--- config.mk ---
export PLATFORM = sky130hd
export DESIGN_NAME = rxfc_pause_filter
export DESIGN_NICKNAME = d
export VERILOG_FILES = /design/src/inc/rxfc_pkg.sv /design/src/rtl/rxfc_pause_filter.sv
export VERILOG_INCLUDE_DIRS = /design/src /design/src/inc
export SDC_FILE = /design/constraint.sdc
export NUM_CORES = 2
export LEC_CHECK = 0
export BUFFER_PORTS_ARGS = -buffer_cell sky130_fd_sc_hd__buf_2
export CAP_MARGIN = 15
export CELL_PAD_IN_SITES_DETAIL_PLACEMENT = 1
export CELL_PAD_IN_SITES_GLOBAL_PLACEMENT = 1
export CORE_UTILIZATION = 45
export CTS_BUF_LIST = sky130_fd_sc_hd__clkbuf_8 sky130_fd_sc_hd__clkbuf_16
export CTS_CLUSTER_DIAMETER = 40
export DETAILED_ROUTE_END_ITERATION = 8
export PLACE_DENSITY_LB_ADDON = 0.1
export SKIP_LAST_GASP = 1
export SYNTH_ARGS = -nofsm -noshare
export SYNTH_HDL_FRONTEND = slang
export SYNTH_HIERARCHICAL = 1
export SYNTH_SLANG_ARGS = --single-unit
--- constraint.sdc ---
create_clock -name clk_sys_in -period 6.8 [get_ports clk_sys_in]
set_clock_uncertainty 0.15 [all_clocks]
set_input_delay 0.68 -clock clk_sys_in [delete_from_list [all_inputs] [get_ports clk_sys_in]]
set_output_delay 0.68 -clock clk_sys_in [all_outputs]
set_load 0.01 [all_outputs]
--- src/inc/rxfc_defines.svh ---
// register offsets, reset values and frame constants of the receive pause filter
`ifndef RXFC_DEFINES_SVH
`define RXFC_DEFINES_SVH
`define RXFC_ADDR_W        12
`define RXFC_OFF_REVISION  12'h700
`define RXFC_OFF_SCRATCH   12'h701
`define RXFC_OFF_VARIANT0  12'h702
`define RXFC_OFF_VARIANT1  12'h703
`define RXFC_OFF_VARIANT2  12'h704
`define RXFC_OFF_ENABLE    12'h705
`define RXFC_OFF_FORWARD   12'h706
`define RXFC_OFF_ADDR_LOW  12'h707
`define RXFC_OFF_ADDR_HIGH 12'h708
`define RXFC_OFF_STATUS    12'h709
`define RXFC_OFF_HONOUR    12'h70a
`define RXFC_RST_SCRATCH   32'h00000000
`define RXFC_RST_ADDR_LOW  32'hc2000001
`define RXFC_RST_ADDR_HIGH 16'h0180
`define RXFC_RST_FORWARD   1'h0
`define RXFC_RST_HONOUR    1'h1
`define RXFC_ETYPE_MACCTRL 16'h8808
`define RXFC_OPC_STD       16'h0001
`define RXFC_OPC_PFC       16'h0101
`define RXFC_HDR_WORDS     2'h3
`endif

--- src/inc/rxfc_pkg.sv ---
// types shared by the receive pause filter
`default_nettype none
package rxfc_pkg;
  typedef enum logic [2:0] {
    RXFC_ST_HDR  = 3'b001,
    RXFC_ST_EMIT = 3'b010,
    RXFC_ST_BODY = 3'b100
  } rxfc_state_t;
endpackage
`default_nettype wire

--- src/rtl/rxfc_pause_filter.sv ---
// receive pause frame filter with its register file and input fifo
//
// The plain strobed port was chosen for this implementation.
`timescale 1ns/1ps
`default_nettype none
`include "rxfc_defines.svh"

// ==========================================================================
// fifo
module rxfc_fifo #(
  parameter int WIDTH = 66,
  parameter int DEPTH = 16
) (
  input  wire logic             clk_sys_in,
  input  wire logic             nrst_in,
  input  wire logic             wr_valid_in,
  input  wire logic [WIDTH-1:0] wr_data_in,
  output logic                  wr_ready_out,
  output logic                  rd_valid_out,
  output logic      [WIDTH-1:0] rd_data_out,
  input  wire logic             rd_ready_in
);
  localparam int AW = $clog2(DEPTH);
  logic [WIDTH-1:0] mem [0:DEPTH-1];
  logic [AW:0]      wr_ptr;
  logic [AW:0]      rd_ptr;
  logic             do_wr;
  logic             do_rd;

  // pointers carry one spare bit so a full buffer differs from an empty one
  assign wr_ready_out = (wr_ptr - rd_ptr) != (AW+1)'(DEPTH);
  assign rd_valid_out = wr_ptr != rd_ptr;
  assign rd_data_out  = mem[rd_ptr[AW-1:0]];
  assign do_wr        = wr_valid_in && wr_ready_out;
  assign do_rd        = rd_valid_out && rd_ready_in;

  always_ff @(posedge clk_sys_in)
  begin
    if (do_wr)
    begin
      mem[wr_ptr[AW-1:0]] <= wr_data_in;
    end
  end

  always_ff @(posedge clk_sys_in or negedge nrst_in)
  begin
    if (!nrst_in)
    begin
      wr_ptr <= '0;
      rd_ptr <= '0;
    end
    else
    begin
      if (do_wr)
      begin
        wr_ptr <= wr_ptr + (AW+1)'(1);
      end
      if (do_rd)
      begin
        rd_ptr <= rd_ptr + (AW+1)'(1);
      end
    end
  end
endmodule

// ==========================================================================
// pause filter top
module rxfc_pause_filter #(
  parameter int          CLASSES    = 8,
  parameter bit          PRIORITY   = 1'b1,
  parameter int          FIFO_DEPTH = 16,
  parameter logic [31:0] REVISION   = 32'h00010000, // arbitrary value
  parameter logic [31:0] VARIANT0   = 32'h61626364, // arbitrary value
  parameter logic [31:0] VARIANT1   = 32'h65666768, // arbitrary value
  parameter logic [31:0] VARIANT2   = 32'h696a6b6c  // arbitrary value
) (
  input  wire logic               clk_sys_in,
  input  wire logic               nrst_in,
  input  wire logic [11:0]        reg_addr_in,
  input  wire logic [31:0]        reg_wdata_in,
  input  wire logic               reg_wr_in,
  input  wire logic               reg_rd_in,
  output logic      [31:0]        reg_rdata_out,
  input  wire logic               rx_valid_in,
  input  wire logic [63:0]        rx_data_in,
  input  wire logic               rx_sop_in,
  input  wire logic               rx_eop_in,
  output logic                    rx_ready_out,
  output logic                    client_valid_out,
  output logic      [63:0]        client_data_out,
  output logic                    client_sop_out,
  output logic                    client_eop_out,
  input  wire logic               client_ready_in,
  output logic                    pause_notify_out,
  output logic      [CLASSES-1:0] pause_class_out
);
  import rxfc_pkg::*;

  // ========================================================================
  // registers
  logic [31:0]        rx_fc_scratch;
  logic [CLASSES-1:0] pause_class_enable;
  logic               matched_pause_forward;
  logic [31:0]        pause_match_addr_low;
  logic [15:0]        pause_match_addr_high;
  logic               tx_pause_honour_enable;
  logic [15:0]        processed_count;
  logic [7:0]         last_class;
  logic [31:0]        next_rdata;

  // writes to read-only or unmapped offsets fall through to the default and change nothing
  always_ff @(posedge clk_sys_in or negedge nrst_in)
  begin
    if (!nrst_in)
    begin
      rx_fc_scratch          <= `RXFC_RST_SCRATCH;
      pause_class_enable     <= '1;
      matched_pause_forward  <= `RXFC_RST_FORWARD;
      pause_match_addr_low   <= `RXFC_RST_ADDR_LOW;
      pause_match_addr_high  <= `RXFC_RST_ADDR_HIGH;
      tx_pause_honour_enable <= `RXFC_RST_HONOUR;
    end
    else if (reg_wr_in)
    begin
      case (reg_addr_in)
        `RXFC_OFF_SCRATCH:   rx_fc_scratch <= reg_wdata_in;
        `RXFC_OFF_ENABLE:    pause_class_enable <= reg_wdata_in[CLASSES-1:0];
        `RXFC_OFF_FORWARD:   matched_pause_forward <= reg_wdata_in[0];
        `RXFC_OFF_ADDR_LOW:  pause_match_addr_low <= reg_wdata_in;
        `RXFC_OFF_ADDR_HIGH: pause_match_addr_high <= reg_wdata_in[15:0];
        `RXFC_OFF_HONOUR:    tx_pause_honour_enable <= reg_wdata_in[0];
        default:             ;
      endcase
    end
  end

  always_comb
  begin
    next_rdata = 32'h00000000;
    case (reg_addr_in)
      `RXFC_OFF_REVISION:  next_rdata = REVISION;
      `RXFC_OFF_SCRATCH:   next_rdata = rx_fc_scratch;
      `RXFC_OFF_VARIANT0:  next_rdata = VARIANT0;
      `RXFC_OFF_VARIANT1:  next_rdata = VARIANT1;
      `RXFC_OFF_VARIANT2:  next_rdata = VARIANT2;
      `RXFC_OFF_ENABLE:    next_rdata[CLASSES-1:0] = pause_class_enable;
      `RXFC_OFF_FORWARD:   next_rdata[0] = matched_pause_forward;
      `RXFC_OFF_ADDR_LOW:  next_rdata = pause_match_addr_low;
      `RXFC_OFF_ADDR_HIGH: next_rdata[15:0] = pause_match_addr_high;
      `RXFC_OFF_STATUS:    next_rdata = {processed_count, 8'h00, last_class};
      `RXFC_OFF_HONOUR:    next_rdata[0] = tx_pause_honour_enable;
      default:             next_rdata = 32'h00000000;
    endcase
  end

  // read data stands only in the cycle after the strobe
  always_ff @(posedge clk_sys_in or negedge nrst_in)
  begin
    if (!nrst_in)
    begin
      reg_rdata_out <= 32'h00000000;
    end
    else
    begin
      reg_rdata_out <= reg_rd_in ? next_rdata : 32'h00000000;
    end
  end

  // ========================================================================
  // input fifo: {sop, eop, data}
  logic        f_valid;
  logic [65:0] f_word;
  logic        f_pop;

  rxfc_fifo #(
    .WIDTH (66),
    .DEPTH (FIFO_DEPTH)
  ) u_fifo (
    .clk_sys_in   (clk_sys_in),
    .nrst_in      (nrst_in),
    .wr_valid_in  (rx_valid_in),
    .wr_data_in   ({rx_sop_in, rx_eop_in, rx_data_in}),
    .wr_ready_out (rx_ready_out),
    .rd_valid_out (f_valid),
    .rd_data_out  (f_word),
    .rd_ready_in  (f_pop)
  );

  // ========================================================================
  // header hold and decision
  // the first three words are held back so a matched frame can be dropped whole
  rxfc_state_t        state;
  logic [65:0]        hdr [0:2];
  logic [1:0]         hcnt;
  logic [1:0]         eidx;
  logic               drop;
  logic               out_can;
  logic               push;
  logic [65:0]        push_word;
  logic               decide;
  logic               is_pause;
  logic               addr_match;
  logic [CLASSES-1:0] frame_class;
  logic [CLASSES-1:0] act_class;
  logic               notify;

  assign out_can = !client_valid_out || client_ready_in;
  assign decide  = (state == RXFC_ST_HDR) && f_valid && (f_word[64] || hcnt == 2'h2);

  // too short frames never qualify as pause frames
  assign is_pause = (hcnt == 2'h2) && hdr[1][31:16] == `RXFC_ETYPE_MACCTRL &&
                    hdr[1][15:0] == (PRIORITY ? `RXFC_OPC_PFC : `RXFC_OPC_STD);
  assign addr_match  = hdr[0][63:16] == {pause_match_addr_high, pause_match_addr_low};
  assign frame_class = PRIORITY ? f_word[CLASSES+47:48] : CLASSES'(1);
  assign act_class   = PRIORITY ? (frame_class & pause_class_enable)
                                : {{(CLASSES-1){1'b0}}, pause_class_enable[0]};
  // judged on the third word, where the class vector arrives; one pulse per frame
  assign notify = decide && is_pause && addr_match && (act_class != '0) &&
                  (PRIORITY || tx_pause_honour_enable);

  always_comb
  begin
    f_pop     = 1'b0;
    push      = 1'b0;
    push_word = f_word;
    case (state)
      RXFC_ST_HDR:
      begin
        // header words are collected, nothing leaves yet
        f_pop = 1'b1;
      end
      RXFC_ST_EMIT:
      begin
        // a dropped frame still walks its held words so the counts stay aligned
        push      = !drop && out_can;
        push_word = hdr[eidx];
      end
      RXFC_ST_BODY:
      begin
        f_pop = drop || out_can;
        push  = !drop && out_can && f_valid;
      end
      default:
      begin
        f_pop = 1'b0;
      end
    endcase
  end

  always_ff @(posedge clk_sys_in or negedge nrst_in)
  begin
    if (!nrst_in)
    begin
      state <= RXFC_ST_HDR;
      hcnt  <= 2'h0;
      eidx  <= 2'h0;
      drop  <= 1'b0;
    end
    else
    begin
      case (state)
        RXFC_ST_HDR:
        begin
          if (f_valid)
          begin
            hcnt <= hcnt + 2'h1;
            if (decide)
            begin
              drop  <= is_pause && addr_match && !matched_pause_forward;
              eidx  <= 2'h0;
              state <= RXFC_ST_EMIT;
            end
          end
        end
        RXFC_ST_EMIT:
        begin
          if (drop || out_can)
          begin
            eidx <= eidx + 2'h1;
            if (eidx + 2'h1 == hcnt)
            begin
              hcnt  <= 2'h0;
              // a frame that ended inside the held words goes straight back to collecting
              state <= hdr[eidx][64] ? RXFC_ST_HDR : RXFC_ST_BODY;
            end
          end
        end
        RXFC_ST_BODY:
        begin
          if (f_valid && f_pop && f_word[64])
          begin
            state <= RXFC_ST_HDR;
          end
        end
        default: state <= RXFC_ST_HDR;
      endcase
    end
  end

  // hcnt stays below 3 while collecting, so the index never leaves the array
  always_ff @(posedge clk_sys_in)
  begin
    if (state == RXFC_ST_HDR && f_valid)
    begin
      hdr[hcnt] <= f_word;
    end
  end

  // ========================================================================
  // client output and pause notification
  // a new word loads only into an empty or draining slot, so a stalled word is never lost
  always_ff @(posedge clk_sys_in or negedge nrst_in)
  begin
    if (!nrst_in)
    begin
      client_valid_out <= 1'b0;
      client_data_out  <= 64'h0000000000000000;
      client_sop_out   <= 1'b0;
      client_eop_out   <= 1'b0;
    end
    else if (push)
    begin
      client_valid_out <= 1'b1;
      client_sop_out   <= push_word[65];
      client_eop_out   <= push_word[64];
      client_data_out  <= push_word[63:0];
    end
    else if (client_ready_in)
    begin
      client_valid_out <= 1'b0;
    end
  end

  always_ff @(posedge clk_sys_in or negedge nrst_in)
  begin
    if (!nrst_in)
    begin
      pause_notify_out <= 1'b0;
      pause_class_out  <= '0;
      processed_count  <= 16'h0000;
      last_class       <= 8'h00;
    end
    else
    begin
      pause_notify_out <= notify;
      if (notify)
      begin
        pause_class_out <= act_class;
        // the count wraps; it is a debug aid, not a statistics counter
        processed_count <= processed_count + 16'h0001;
        last_class      <= 8'(act_class);
      end
    end
  end
endmodule
`default_nettype wire

==> run metrics <==
HP Start reg_wdata_in[0]; Layout area overhead 17.4%; share of flip-flops with an asynchronous set or reset after synthesis 0.149; Final WS setup approximately 2.0 ns; ANT nets after route 0; largest family of logic cells by synthesized area multiplexers; largest net degree at the start of global routing between 150 and 200; Simple-Gate Fraction of Synth Area 0.0480; PortBufs about 220; synthesis warning total 6; crit end category flip-flop; die height 370 µm; sequential power share 0.404; worst path arrival time 5.40 ns; number of clock sinks between 1.5k and 2k; postcts setup bufs 0; hold_ws 0.0719 ns; flop-to-flop setup slack 1.97 ns; Initial DRT Pass Iterations 5; Net Sw Frac 0.326; post-synthesis adder-cell area fraction 0.00304; share of layout cells above drive strength 1 0.298; pre-CTS WS 1.89 ns; RR Startpoint u_fifo/rd_ptr[1]; part of the Yosys area used for sequential elements 0.746; internal power around 22 mW; Startpoint Class flip-flop; commonest non-fill, non-tap cells in the layout edfxtp_1 (1320), nand2_1 (392), mux4_2 (329); number of global-route vias before repair 34.4k; Remaining DRCs 0; RSZ-0062 raised after global routing false; status finished clean; synthesized cell area roughly 61000 µm²; Final Cell Area just over 70000 µm²; Max FO, Critical Path 50; NumNets Final about 3.7k; Peak VDD IR around 0.3 mV; total CTS buffers 197; Distinct cells, synth 77; Detailed Route WL roughly 160000 µm; fmax slightly above 0.2 GHz; type of the worst setup path reg2reg; Syn Nets roughly 3.4k; WL per Instance about 30 µm; gr usage total 0.238; DR vias 32.1k; H-tree depth 4; Ports 225; first-pass GRT wire length between 200000 and 250000 µm; register area between 40000 and 50000 µm²; Clock Power Share 0.322; min Tclk post-route between 4 and 5 ns; remaining global-route overflow 0; die span in x 370 µm; worst skew pair latency between 0.8 and 0.9 ns; Clock Path Buffers 3; placed cell area 64400 µm²; CTS tree done; Clk Tree Root Cell clkbuf_16; Power Total between 30 and 40 mW; Final Max Tran Viols 0; dpl cells between 5k and 6k; synthesized area per cell about 19 µm²; max_cap viols 0; vias per std cell 5.81; Post-Synth XOR/XNOR Area 0.00903; hold depth 2; Yosys reg bits roughly 1.6k; Synth Instances 3230; Worst-Margin Slew about 1.3 ns; hold endpoint pause_match_addr_high[0]; Core Region approximately 130000 µm²; PwrDens 456 nW/µm²; end of the worst register-to-register path processed_count[5]; most common cell after layout, fill and taps aside edfxtp_1; Final setup viols 0; post-synthesis mux area share 0.150; clock transition at the registers of the reported paths around 0.06 ns; initial antenna violation count 23; Lkg Pwr ~25 nW; Psw roughly 11 mW; slew margin rel. 0.151; placed wire-length estimate ~97000 µm; Die Area 137000 µm²; Finished Layout Cells approximately 5.5k; starting density of the core 0.455; HP Class in2reg; R2R depth 11; CP Data Required Time about 7.4 ns; combinational share of power 0.274; GPL Wtd Cong 0.822; Post-synth EDFFs about 1.3k; compound-gate portion of the synthesized area 0.0290; site row count ~130; Synth Flop Type edfxtp_1; Final Core Density 0.534; TNS Setup 0 ns; area of the multi-input gates between 10000 and 15000 µm²; final hold vios 0; FILL cells 12.0k; 1st-iter DRT viols 2632; crit share post-route 0.710
==> how the worst max path moves through the flow <==
stage	end	slack, ns	cells after the start	start
2_1_floorplan	u_fifo/mem[12][0]	-0.51	9	u_fifo/rd_ptr[2]
4_1_cts	processed_count[5]	1.83	11	u_fifo/rd_ptr[1]
6_report	processed_count[5]	1.97	11	u_fifo/rd_ptr[1]
3_5_place_dp	processed_count[5]	1.89	11	u_fifo/rd_ptr[1]
3_3_place_gp	processed_count[5]	1.98	11	u_fifo/rd_ptr[1]
5_1_grt	processed_count[15]	1.62	11	u_fifo/rd_ptr[1]
==> cell type report <==
class	count	share of cell area
clock inverters	167	0.0241
repair buffers	331	0.0308
diodes	3	0.000105
clock buffers	203	0.0705
flip-flops and latches	1552	0.636
multi-input cells	1479	0.206
well taps	1768	0.0309
inverters	27	0.00142
==> timing repair <==
action | 4_1_cts | 5_1_grt
endpoints found under the hold margin | 138 | 0
hold buffers | 32 | 0
gates resized for setup | 0 | 0
==> synth_stat cells, drive strengths merged, types with 3 or more instances <==
cell       n  share of area
nor2b     16         0.0016
and3      72         0.0074
o41ai      3         0.0010
inv       27         0.0017
or3        3        0.00031
edfxtp  1320           0.65
nor3b      3        0.00037
ha        14         0.0029
xnor2     50         0.0073
nand3b     4        0.00049
nand3     18         0.0016
nor3      15         0.0015
nor4      13         0.0016
nand2b     9         0.0010
o211ai     3        0.00037
and2      13         0.0013
buf       75         0.0072
a222oi    14         0.0023
dfrtp    216          0.089
dfstp     16         0.0069
mux2i     67          0.011
a22oi     14         0.0017
a221oi    13         0.0019
xor2      12         0.0017
mux4     330           0.12
clkbuf    97         0.0060
a21oi     50         0.0041
a31oi     71         0.0073
nand2    393          0.024
o31ai      3        0.00037
o21ai     84         0.0069
nand4     17         0.0018
nor2      49         0.0032
mux2      94          0.017
==> metal layers <==
| metal | up-vias | GRT usage | share of wire |
|---|---|---|---|
| met2 | 942 | 0.382 | 0.48 |
| met1 | 17300 | 0.336 | 0.44 |
| met3 | 235 | 0.0462 | 0.056 |
| li1 | 13600 | - | - |
| met4 | 26 | 0.0622 | 0.020 |
| met5 | - | 0 | 0.0010 |
==> state kept, by name (all words and copies together) (netlist names), 3 cells and up <==
signal and count:
rx_fc_scratch 32, processed_count 16, reg_rdata_out 32, pause_class_enable 8, u_fifo/rd_ptr 5, pause_match_addr_high 16, u_fifo/mem 1056, client_data_out 64
hdr 264, last_class 8, u_fifo/wr_ptr 5, pause_match_addr_low 32, state 3
==> critical path, cell delays in order (launching register included) <==
cell and delay, ns:
dfrtp_4 0.76, buf_4 0.71, mux4_2 0.34, nand2_1 0.06, a31oi_1 0.33, buf_4 0.21, o21ai_0 0.33, nor4_1 0.49
nand3_1 0.20, or3_1 0.66, nor3_1 0.30, xor2_1 0.17
==> kinds of logic (layout without fill, tap and decap cells) <==
family / after synthesis / in the layout
XOR/XNOR: 62 / 62
other: 0 / 3
adder cells (fa/ha/maj): 15 / 15
multiplexers: 491 / 491
AND/OR/NAND/NOR: 635 / 635
AO/OA/AOI/OAI: 276 / 276
flip-flops: 1552 / 1552
buffers and inverters: 199 / 728
==> power groups by stage <==
stage	logic (mW)	registers (mW)	clock network [mW]
3_3_place_gp	8.78	13.3	0
6_report	8.95	13.2	10.5
3_5_place_dp	9.00	13.4	0
2_1_floorplan	5.75	13.0	0
5_1_grt	9.59	13.3	11.1
4_1_cts	9.06	13.2	10.7
Power figures use the tool's default switching activity.
